--- src/cmbim_spare.sv ---
`timescale 1ns/1ps
`default_nettype none
`default_nettype wire

--- src/cmbim_pkg.sv ---
package cmbim_pkg;

	////////////////////////////////////////////////////////////////////////////////
	// sizes
	localparam int NTX = 3;
	localparam int IDX_W = 2;
	localparam int NBYTE = 4;
	localparam int KEY_W = 32;

	////////////////////////////////////////////////////////////////////////////////
	// register map: addr[7:4] picks a window, addr[3:0] the byte inside it
	localparam logic [3:0] RX_WIN = 4'h0;
	localparam logic [3:0] TX_WIN = 4'h1;
	localparam logic [7:0] SEL_ADDR = 8'h20;
	localparam logic [7:0] STAT_ADDR = 8'h21;
	localparam logic [3:0] OFS_ID0 = 4'h0;
	localparam logic [3:0] OFS_ID1 = 4'h1;
	localparam logic [3:0] OFS_ID2 = 4'h2;
	localparam logic [3:0] OFS_ID3 = 4'h3;
	localparam logic [3:0] OFS_LEN = 4'hC;

	////////////////////////////////////////////////////////////////////////////////
	// reset values and field figures
	localparam logic [NTX-1:0] SEL_RST = 3'h0;
	localparam logic [7:0] RD_IDLE = 8'h00;
	localparam logic [3:0] MAX_BYTES = 4'h8;
	localparam logic [3:0] NO_BYTES = 4'h0;
	localparam logic [5:0] EXT_BITS = 6'h20;
	localparam logic [5:0] STD_BITS = 6'h0D;
	localparam logic [5:0] NO_BITS = 6'h00;

	////////////////////////////////////////////////////////////////////////////////
	// carriers
	typedef struct packed {
		logic [28:0] frame_identifier;
		logic        srr;
		logic        ide;
		logic        rtr;
		logic [3:0]  dlc;
	} cmbim_frame_t;

	typedef struct packed {
		logic [7:0] addr;
		logic [7:0] wdata;
		logic       wr;
		logic       rd;
	} cmbim_cpu_req_t;

endpackage

--- src/cmbim_top.sv ---
// What this block does
// RQ1: tx ident reads need empty flag and select
// RQ2: tx ident writes need empty flag and select
// RQ3: rx ident reads only while rx full
// RQ4: no cpu write path into rx identifiers
// RQ5: identifier storage has no reset value
// RQ6: extended format carries 32 identifier bits
// RQ7: standard format carries 13 meaningful bits
// RQ8: extended byte 0 holds id 28..21
// RQ9: extended byte 1 id 20..18, srr, ide, 17..15
// RQ10: extended byte 2 holds id 14..7
// RQ11: extended byte 3 id 6..0, rtr
// RQ12: standard bytes 0,1 hold id, rtr, ide
// RQ13: msb sent first, smaller id wins
// RQ14: software sets srr in extended tx buffers
// RQ15: rx srr stored exactly as sampled
// RQ16: ide picks 11 or 29 bit format
// RQ17: extended has srr, ide set; standard ide 0
// RQ18: rtr zero data frame, one remote
// RQ19: rtr at byte3 bit0 or byte1 bit4
// RQ20: length gives 0..8 bytes, remote sends none
// RQ21: gated writes ignored, gated reads unspecified
`timescale 1ns/1ps
`default_nettype none

module cmbim_top (
	input  wire logic                     ref_clk,
	input  wire logic                     reset_n,
	input  wire cmbim_pkg::cmbim_cpu_req_t cpu_req,
	output var  logic [7:0]               rd_data,
	input  wire logic [cmbim_pkg::NTX-1:0] tx_buffer_empty_flag,
	input  wire logic                     rx_buffer_full_flag,
	input  wire logic                     rx_store,
	input  wire cmbim_pkg::cmbim_frame_t  rx_frame,
	input  wire logic                     tx_load,
	input  wire logic                     tx_shift,
	output var  logic                     tx_bit,
	output var  logic                     tx_active,
	output var  logic                     tx_win_valid,
	output var  logic [cmbim_pkg::IDX_W-1:0] tx_win_idx,
	output var  cmbim_pkg::cmbim_frame_t  tx_frame,
	output var  logic [3:0]               tx_data_bytes
);
	import cmbim_pkg::*;

	////////////////////////////////////////////////////////////////////////////////
	// functions
	function automatic logic [31:0] id_pack(input cmbim_frame_t f);
		logic [31:0] b;
		b = '0;
		if (f.ide) begin
			b[31:24] = f.frame_identifier[28:21];                                   // RQ8
			b[23:16] = {f.frame_identifier[20:18], f.srr, f.ide,
				f.frame_identifier[17:15]};                                         // RQ9
			b[15:8] = f.frame_identifier[14:7];                                     // RQ10
			b[7:0] = {f.frame_identifier[6:0], f.rtr};                              // RQ11 RQ19 RQ6
		end else begin
			b[31:24] = f.frame_identifier[10:3];                                    // RQ12
			b[23:16] = {f.frame_identifier[2:0], f.rtr, f.ide, 3'h0};               // RQ12 RQ19 RQ7
		end
		return b;
	endfunction

	function automatic cmbim_frame_t id_unpack(input logic [31:0] b, input logic [3:0] len);
		cmbim_frame_t f;
		f = '0;
		f.dlc = len;
		f.ide = b[19];                                                              // RQ16
		if (f.ide) begin
			f.frame_identifier = {b[31:24], b[23:21], b[18:16], b[15:8], b[7:1]};
			f.srr = b[20];                                                          // RQ17
			f.rtr = b[0];                                                           // RQ19
		end else begin
			f.frame_identifier = {18'h00000, b[31:24], b[23:21]};
			f.srr = 1'b0;
			f.rtr = b[20];                                                          // RQ19
		end
		return f;
	endfunction

	// arbitration field in bus order, msb first; standard frames pad low
	function automatic logic [KEY_W-1:0] arb_key(input cmbim_frame_t f);
		if (f.ide)
			return {f.frame_identifier[28:18], f.srr, f.ide, f.frame_identifier[17:0], f.rtr};
		return {f.frame_identifier[10:0], f.rtr, f.ide, 19'h00000};                 // RQ13
	endfunction

	////////////////////////////////////////////////////////////////////////////////
	// storage: tx buffers 0..NTX-1, rx buffer at NTX; no reset on purpose
	logic [7:0]  id_mem  [NTX+1][NBYTE];                                            // RQ5
	logic [3:0]  len_mem [NTX+1];
	logic [NTX-1:0] sel_r;
	logic        rx_loaded_r;

	////////////////////////////////////////////////////////////////////////////////
	// access gating
	logic [3:0]       win;
	logic [3:0]       ofs;
	logic [NTX-1:0]   tx_open;
	logic [IDX_W-1:0] tx_idx;
	logic             tx_ok;

	assign win = cpu_req.addr[7:4];
	assign ofs = cpu_req.addr[3:0];
	assign tx_open = sel_r & tx_buffer_empty_flag;

	always_comb begin
		tx_idx = '0;
		tx_ok = 1'b0;
		for (int i = NTX - 1; i >= 0; i--) begin
			if (tx_open[i]) begin
				tx_idx = IDX_W'(i);
				tx_ok = 1'b1;                                                       // RQ1 RQ2
			end
		end
	end

	////////////////////////////////////////////////////////////////////////////////
	// select register
	always_ff @(posedge ref_clk) begin
		if (!reset_n)
			sel_r <= SEL_RST;
		else if (cpu_req.wr && cpu_req.addr == SEL_ADDR)
			sel_r <= cpu_req.wdata[NTX-1:0];
	end

	////////////////////////////////////////////////////////////////////////////////
	// buffer writes: cpu into the selected tx buffer, controller into rx
	always_ff @(posedge ref_clk) begin
		if (cpu_req.wr && win == TX_WIN && tx_ok) begin                             // RQ2 RQ21
			if (ofs <= OFS_ID3)
				id_mem[tx_idx][ofs[1:0]] <= cpu_req.wdata;
			else if (ofs == OFS_LEN)
				len_mem[tx_idx] <= cpu_req.wdata[3:0];
		end
		if (rx_store) begin                                                         // RQ4 RQ15 RQ16
			{id_mem[NTX][0], id_mem[NTX][1], id_mem[NTX][2], id_mem[NTX][3]} <=
				id_pack(rx_frame);
			len_mem[NTX] <= rx_frame.dlc;
		end
	end

	always_ff @(posedge ref_clk) begin
		if (!reset_n)
			rx_loaded_r <= 1'b0;
		else if (rx_store)
			rx_loaded_r <= 1'b1;
	end

	////////////////////////////////////////////////////////////////////////////////
	// read port: data only in the cycle after the strobe
	logic [7:0] rd_data_nxt;

	always_comb begin
		rd_data_nxt = RD_IDLE;
		if (cpu_req.rd) begin
			if (win == RX_WIN && rx_buffer_full_flag) begin                         // RQ3
				if (ofs <= OFS_ID3)
					rd_data_nxt = id_mem[NTX][ofs[1:0]];
				else if (ofs == OFS_LEN)
					rd_data_nxt = {4'h0, len_mem[NTX]};
			end else if (win == TX_WIN && tx_ok) begin                              // RQ1 RQ21
				if (ofs <= OFS_ID3)
					rd_data_nxt = id_mem[tx_idx][ofs[1:0]];
				else if (ofs == OFS_LEN)
					rd_data_nxt = {4'h0, len_mem[tx_idx]};
			end else if (cpu_req.addr == SEL_ADDR) begin
				rd_data_nxt = {5'h00, sel_r};
			end else if (cpu_req.addr == STAT_ADDR) begin
				rd_data_nxt = {tx_win_valid, tx_active, tx_win_idx, 1'b0, tx_ok,
					rx_buffer_full_flag, rx_loaded_r};
			end
		end
	end

	always_ff @(posedge ref_clk) begin
		if (!reset_n)
			rd_data <= RD_IDLE;
		else
			rd_data <= rd_data_nxt;
	end

	////////////////////////////////////////////////////////////////////////////////
	// internal prioritisation: smallest arbitration key, then lower index
	logic             win_valid_nxt;
	logic [IDX_W-1:0] win_idx_nxt;
	logic [KEY_W-1:0] win_key_nxt;
	cmbim_frame_t     win_frame_nxt;
	logic [KEY_W-1:0] win_key_r;

	always_comb begin
		cmbim_frame_t f;
		f = '0;
		win_valid_nxt = 1'b0;
		win_idx_nxt = '0;
		win_key_nxt = '0;
		win_frame_nxt = '0;
		for (int i = 0; i < NTX; i++) begin
			f = id_unpack({id_mem[i][0], id_mem[i][1], id_mem[i][2], id_mem[i][3]},
				len_mem[i]);
			if (!tx_buffer_empty_flag[i] &&
				(!win_valid_nxt || arb_key(f) < win_key_nxt)) begin                 // RQ13
				win_valid_nxt = 1'b1;
				win_idx_nxt = IDX_W'(i);
				win_key_nxt = arb_key(f);
				win_frame_nxt = f;
			end
		end
	end

	always_ff @(posedge ref_clk) begin
		if (!reset_n) begin
			tx_win_valid <= 1'b0;
			tx_win_idx <= '0;
			tx_frame <= '0;
			win_key_r <= '0;
			tx_data_bytes <= NO_BYTES;
		end else begin
			tx_win_valid <= win_valid_nxt;
			tx_win_idx <= win_idx_nxt;
			tx_frame <= win_frame_nxt;
			win_key_r <= win_key_nxt;
			if (!win_valid_nxt || win_frame_nxt.rtr)                                // RQ18 RQ20
				tx_data_bytes <= NO_BYTES;
			else if (win_frame_nxt.dlc > MAX_BYTES)
				tx_data_bytes <= MAX_BYTES;
			else
				tx_data_bytes <= win_frame_nxt.dlc;                                 // RQ20
		end
	end

	////////////////////////////////////////////////////////////////////////////////
	// arbitration field shifter, msb first
	logic [KEY_W-1:0] sr_r;
	logic [5:0]       cnt_r;

	always_ff @(posedge ref_clk) begin
		if (!reset_n) begin
			sr_r <= '0;
			cnt_r <= NO_BITS;
			tx_active <= 1'b0;
		end else if (tx_load && tx_win_valid) begin
			sr_r <= win_key_r;                                                      // RQ13
			cnt_r <= tx_frame.ide ? EXT_BITS : STD_BITS;                            // RQ16
			tx_active <= 1'b1;
		end else if (tx_shift && cnt_r != NO_BITS) begin
			sr_r <= {sr_r[KEY_W-2:0], 1'b0};                                        // RQ13
			cnt_r <= cnt_r - 6'h01;
			tx_active <= (cnt_r != 6'h01);
		end
	end

	assign tx_bit = sr_r[KEY_W-1];
endmodule

`default_nettype wire

--- config.mk ---
export PLATFORM = sky130hd
export DESIGN_NAME = cmbim_top
export DESIGN_NICKNAME = d
export VERILOG_FILES = /design/src/cmbim_spare.sv /design/src/cmbim_pkg.sv /design/src/cmbim_top.sv
export SDC_FILE = /design/constraint.sdc
export NUM_CORES = 1
export LEC_CHECK = 0
export ABC_AREA = 1
export ABC_CLOCK_PERIOD_IN_PS = 5000
export BUFFER_PORTS_ARGS = -buffer_cell sky130_fd_sc_hd__buf_2
export CELL_PAD_IN_SITES_DETAIL_PLACEMENT = 0
export CELL_PAD_IN_SITES_GLOBAL_PLACEMENT = 1
export CORE_MARGIN = 3
export CORE_UTILIZATION = 41
export CTS_CLUSTER_SIZE = 20
export DETAILED_ROUTE_END_ITERATION = 6
export GPL_TIMING_DRIVEN = 0
export PLACE_DENSITY_LB_ADDON = 0.15
export SLEW_MARGIN = 20
export SYNTH_ARGS = -nofsm -noshare
export SYNTH_HDL_FRONTEND = slang
export SYNTH_SLANG_ARGS = --single-unit
--- constraint.sdc ---
create_clock -name ref_clk -period 5 [get_ports ref_clk]
set_clock_uncertainty 0.15 [all_clocks]
set_input_delay 0 -clock ref_clk [delete_from_list [all_inputs] [get_ports ref_clk]]
set_output_delay 0 -clock ref_clk [all_outputs]
set_load 0.1 [all_outputs]
==> results.md <==
- The fraction of power spent switching nets is 0.2747.
- The number of top-level design ports is around 120.
- Setup violations remaining at the end of the flow were counted as 0.
- The sequential cell area fraction in the yosys report is 0.5159.
- The number of buffer and inverter stages on the critical path is 10.
- Subtracting the final worst setup slack from the clock period gives a little under 5000 ps.
- The worst path arrival time is 5160 ps.
- The via count of the first global-routing pass is ~12,000.
- The global-route wire length before repair is approximately 72,000 microns.
- Yosys printed 0 warnings.
- The delay of the slowest critical-path stage is 410 ps.
- The fmax is roughly 200 MHz.
- The analysis attributes to net switching a power of around 1.5 mW.
- The clock tree from TritonCTS is done.
- The critical path starts at id_mem[115].
- Along the worst path, the maximum fanout reaches 10.
- The synthesized design contains about 140 enable-type register cells.
- By area the synthesized netlist is led by sky130_fd_sc_hd__edfxtp_1 33%, sky130_fd_sc_hd__dfxtp_1 19%, sky130_fd_sc_hd__nand2_1 7.7%.
- Data on the critical path is required at its endpoint by between 5000 and 6000 ps.
- The most critical setup path has its endpoint at win_key_r[29].
- The gate count after technology mapping is ~1,500.
- The global-route congestion overflow total is 0.
- Grouping stages by cell kind, the critical path spends the most delay in buffers and inverters.
- Once detailed placement completed, the half-perimeter wirelength came to around 37,000 microns.
- The floorplan has 64 rows.
- For this configuration, the core starts out at a cell density of 0.4221.
- The run finished, with violations left.
- After filler insertion, the fill cell instance count of the layout stands at roughly 2,800.
- Synthesis instantiated 47 different standard cells from the library.
- The floorplan step defined a die boundary enclosing about 0.034 sq mm.
- The largest vdd supply drop is about 0.25 mV.
- Of the total power, combinational logic draws 0.147.
- The growth of design area from synthesis to finish is 29.49%.
- The maximum level of the CTS H-tree is 1.
- The total standard cell area after synthesis is roughly 0.013 sq mm.
- The critical register-to-register path endpoint is win_key_r[29].
- The checks that failed: design-rule violations.
- The number of antenna diodes in the final layout is 0.
- Across all layers, the routed design uses between 10,000 and 15,000 vias.
- The cell sitting at the root of the clock tree is a sky130_fd_sc_hd__clkbuf_16.
- Clock-pin slew was measured on the worst setup and hold paths at 60 ps.
- The average vias per placed instance is between 5 and 6.
- The source-to-sink clock delay at the later pin of the worst-skew pair is 550 ps.
- In the final design database the tool counted ~1,900 nets.
- The number of DRC violations after detailed-routing iteration 0 is 1,340.
- The region available for standard cell placement spans a little over 0.03 sq mm.
- The worst register-to-register path has a setup slack of between 100 and 150 ps.
- Synthesis inferred roughly 270 register bits.
- The type of the tightest min-delay check is in2reg.
- The final count of pins violating max slew was 0.
- Summed over all cells, the static leakage comes to approximately 7.2 nW.
- The worst hold margin is around 17 ps.
- The worst setup path is captured at a register.
- The synthesized design spends more area on one cell type than any other, namely sky130_fd_sc_hd__edfxtp_1.
- The async set-reset flop share out of synthesis is 0.
- The floorplan step set the die height to 184.9 microns.
- Headroom to the max-slew limit came out at 0.1360.
- In the routed design, unresolved DRC markers number 2.
- The startpoint of the worst register-to-register path is id_mem[115].
- Across the run, the number of max-cap violations was 0.
- The final layout contains routed wiring with a total length of just under 50,000 microns.
- In the synthesized netlist the dominant register cell turns out to be sky130_fd_sc_hd__edfxtp_1.
- The number of port buffers is 114.
- In this run the remaining antenna-violating nets after routing total 0.
- The critical path crosses 31 cells after its start point.
- The synthesized net count is approximately 1,600.
- The category of the critical setup timing path is reg2reg.
- On the critical path, the stage with the largest delay is an instance of sky130_fd_sc_hd__edfxtp_1.
- The register share of total power is 0.459.
- The final hold violation count is 0.
- The design draws 5.364 mW.
- The worst register-to-register path has a depth of 31.
- Power spread over the standard cell area amounts to between 300 and 400 mW/mm^2.
- The final estimated routing congestion in global placement is 0.9876.
- STA classifies the critical path startpoint as a register.
- The total global routing track utilization is 0.2811.
- Buffers inserted during clock tree synthesis total 29.
- The pin slew with the least headroom to its limit is about 1300 ps.
- Entering global routing, the biggest net connects 18 pins.
- Of the total power, the clock network draws 0.394.
- The x dimension of the die is between 150 and 200 microns.
- In the finished design, the share of the clock period the worst path needs comes to 0.9701.
- The clock drives ~270 sinks.
- The share of synthesized area in the top cell type comes to 0.3297.
- Averaged over all synthesized cells, the footprint is approximately 8.9 sq um.
- In the final routed layout, each cell accounts on average for about 23 microns.
- The internal cell power is between 3 and 4 mW.
- No sink is reached through more buffers than the 3 on the longest clock path.
- The initial antenna violation count is 0.
- The ratio of cells with drive above 1 in the final layout is 0.2026.
- The pre-antenna-repair detailed-routing pass consisted of 7 iterations.
[registers in the layout (all words and copies together), names as in the netlist]
name	cells
tx_data_bytes	4
len_mem	16
tx_frame	32
sel_r	3
win_key_r	32
tx_win_idx	2
sr_r	32
cnt_r	6
id_mem	128
rx_loaded_r	1
rd_data	8
tx_active	1
tx_win_valid	1
[Yosys cell counts (2+ instances only)]
master / n
sky130_fd_sc_hd__buf_2: 3
sky130_fd_sc_hd__buf_1: 6
sky130_fd_sc_hd__o221ai_1: 43
sky130_fd_sc_hd__a211oi_1: 6
sky130_fd_sc_hd__o21ai_2: 3
sky130_fd_sc_hd__inv_1: 168
sky130_fd_sc_hd__clkbuf_1: 79
sky130_fd_sc_hd__inv_4: 2
sky130_fd_sc_hd__a32o_1: 7
sky130_fd_sc_hd__nand2_1: 269
sky130_fd_sc_hd__a31oi_1: 14
sky130_fd_sc_hd__a22o_1: 4
sky130_fd_sc_hd__nor4_1: 5
sky130_fd_sc_hd__dfxtp_1: 122
sky130_fd_sc_hd__buf_6: 5
sky130_fd_sc_hd__buf_4: 6
sky130_fd_sc_hd__mux2i_1: 2
sky130_fd_sc_hd__nor2_1: 152
sky130_fd_sc_hd__edfxtp_1: 144
sky130_fd_sc_hd__ha_1: 65
sky130_fd_sc_hd__o21ai_0: 115
sky130_fd_sc_hd__clkinv_1: 7
sky130_fd_sc_hd__nand2_2: 3
sky130_fd_sc_hd__o21ai_1: 4
sky130_fd_sc_hd__a21oi_1: 98
sky130_fd_sc_hd__o22ai_2: 14
sky130_fd_sc_hd__a221oi_1: 13
sky130_fd_sc_hd__o211ai_1: 9
sky130_fd_sc_hd__nand4_1: 5
sky130_fd_sc_hd__nand2_4: 3
sky130_fd_sc_hd__nor3_1: 10
sky130_fd_sc_hd__a22oi_1: 8
sky130_fd_sc_hd__o32ai_1: 4
sky130_fd_sc_hd__nand3_1: 41
sky130_fd_sc_hd__o22ai_1: 26
[power groups by stage]
stage,Combinational [mW],Clock (mW),Sequential (mW)
floorplan,0.333,0,2.63
finish,0.790,2.11,2.46
global route,0.850,2.22,2.47
CTS,0.755,2.13,2.46
global placement,0.672,0,2.51
detailed placement,0.677,0,2.51
[layer usage]
metal  global-route usage  up-vias  share of wire
met3              0.04360      110          0.079
met1               0.3921     5712           0.43
li1                     -     5623              -
met4              0.09574        0          0.041
met2               0.4487      580           0.45
met5                    0        -              0
[how the worst min path moves through the flow]
stage,depth (start not counted),to,from
floorplan,0,id_mem[100],cpu_req[6]
global placement,3,len_mem[3][3],rx_frame[3]
detailed placement,3,len_mem[3][0],rx_frame[0]
CTS,6,win_key_r[0],tx_buffer_empty_flag[0]
global route,6,win_key_r[0],tx_buffer_empty_flag[0]
finish,7,rd_data[2],tx_buffer_empty_flag[1]
[placed cells by master, fill, tap and decap left out, types with 8 or more instances in the layout]
master                          instances
sky130_fd_sc_hd__nand2_1              241
sky130_fd_sc_hd__inv_1                161
sky130_fd_sc_hd__nor2_1               150
sky130_fd_sc_hd__edfxtp_1             144
sky130_fd_sc_hd__dfxtp_1              122
sky130_fd_sc_hd__buf_2                115
sky130_fd_sc_hd__a21oi_1               89
sky130_fd_sc_hd__dlygate4sd3_1         86
sky130_fd_sc_hd__o21ai_0               84
sky130_fd_sc_hd__clkbuf_1              71
sky130_fd_sc_hd__ha_1                  51
sky130_fd_sc_hd__o221ai_1              43
sky130_fd_sc_hd__nand3_1               40
sky130_fd_sc_hd__buf_4                 31
sky130_fd_sc_hd__clkbuf_16             29
sky130_fd_sc_hd__nand2_2               28
sky130_fd_sc_hd__o21ai_2               28
sky130_fd_sc_hd__o22ai_1               19
sky130_fd_sc_hd__o22ai_2               16
sky130_fd_sc_hd__a31oi_1               13
sky130_fd_sc_hd__a221oi_1              13
sky130_fd_sc_hd__ha_4                  13
sky130_fd_sc_hd__clkbuf_8              10
sky130_fd_sc_hd__buf_6                  9
sky130_fd_sc_hd__a21oi_2                9
sky130_fd_sc_hd__o211ai_1               9
sky130_fd_sc_hd__clkinv_1               8
[worst register-to-register path: cells and delay by family, from the launching register on]
kind	cells	cell delay, ps
AOI/OAI and AO/OA	7	1180
DFF	1	410
and+or+nand+nor	12	1260
buffers and inverters	10	1290
adders and majority gates	2	490
[kinds of logic after synthesis]
logic type | after synthesis | share of synthesized area
flip-flops | 266 | 0.5159
multiplexers | 2 | 0.001526
AND/OR/NAND/NOR | 492 | 0.1527
adder cells (fa/ha/maj) | 65 | 0.06201
XOR/XNOR | 1 | 0.0006679
buffers and inverters | 276 | 0.08424
AO/OA/AOI/OAI | 375 | 0.1829
[what timing repair did]
action | in CTS | in global routing
buffers inserted | 18 | 6
endpoints found under the hold margin | 255 | 0
gates cloned | 2 | 0
hold buffers | 86 | 0
setup endpoints to repair | 70 | 70
pin swaps | 13 | 28
gates resized for setup | 104 | 115
[cell type report]
type | count | area [sq um] | area share
timing repair buffer | 228 | 1677 | 0.09873
tap | 396 | 495.5 | 0.02918
clock buffer | 38 | 800.8 | 0.04715
sequential | 266 | 6766 | 0.3984
buffer | 98 | 550.5 | 0.03242
inverter | 177 | 684.4 | 0.04030
clock inverter | 15 | 136.4 | 0.008031
multi-input combinational | 935 | 5872 | 0.3458
[per-stage QoR]
step           utilization  area, sq um  setup TNS [ps]  instances  setup WS [ps]
6_report            0.5466        16980               0       2153          149.5
5_1_grt             0.5466        16980          -428.5       2153         -36.31
3_3_place_gp        0.4564        14180         -139480       1987          -2329
3_5_place_dp        0.4574        14210         -137560       1989          -2299
4_1_cts             0.5290        16430               0       2148          1.402
2_1_floorplan            -        13120               0       1477          192.3
Note: power is estimated with default switching activity, not from simulation.
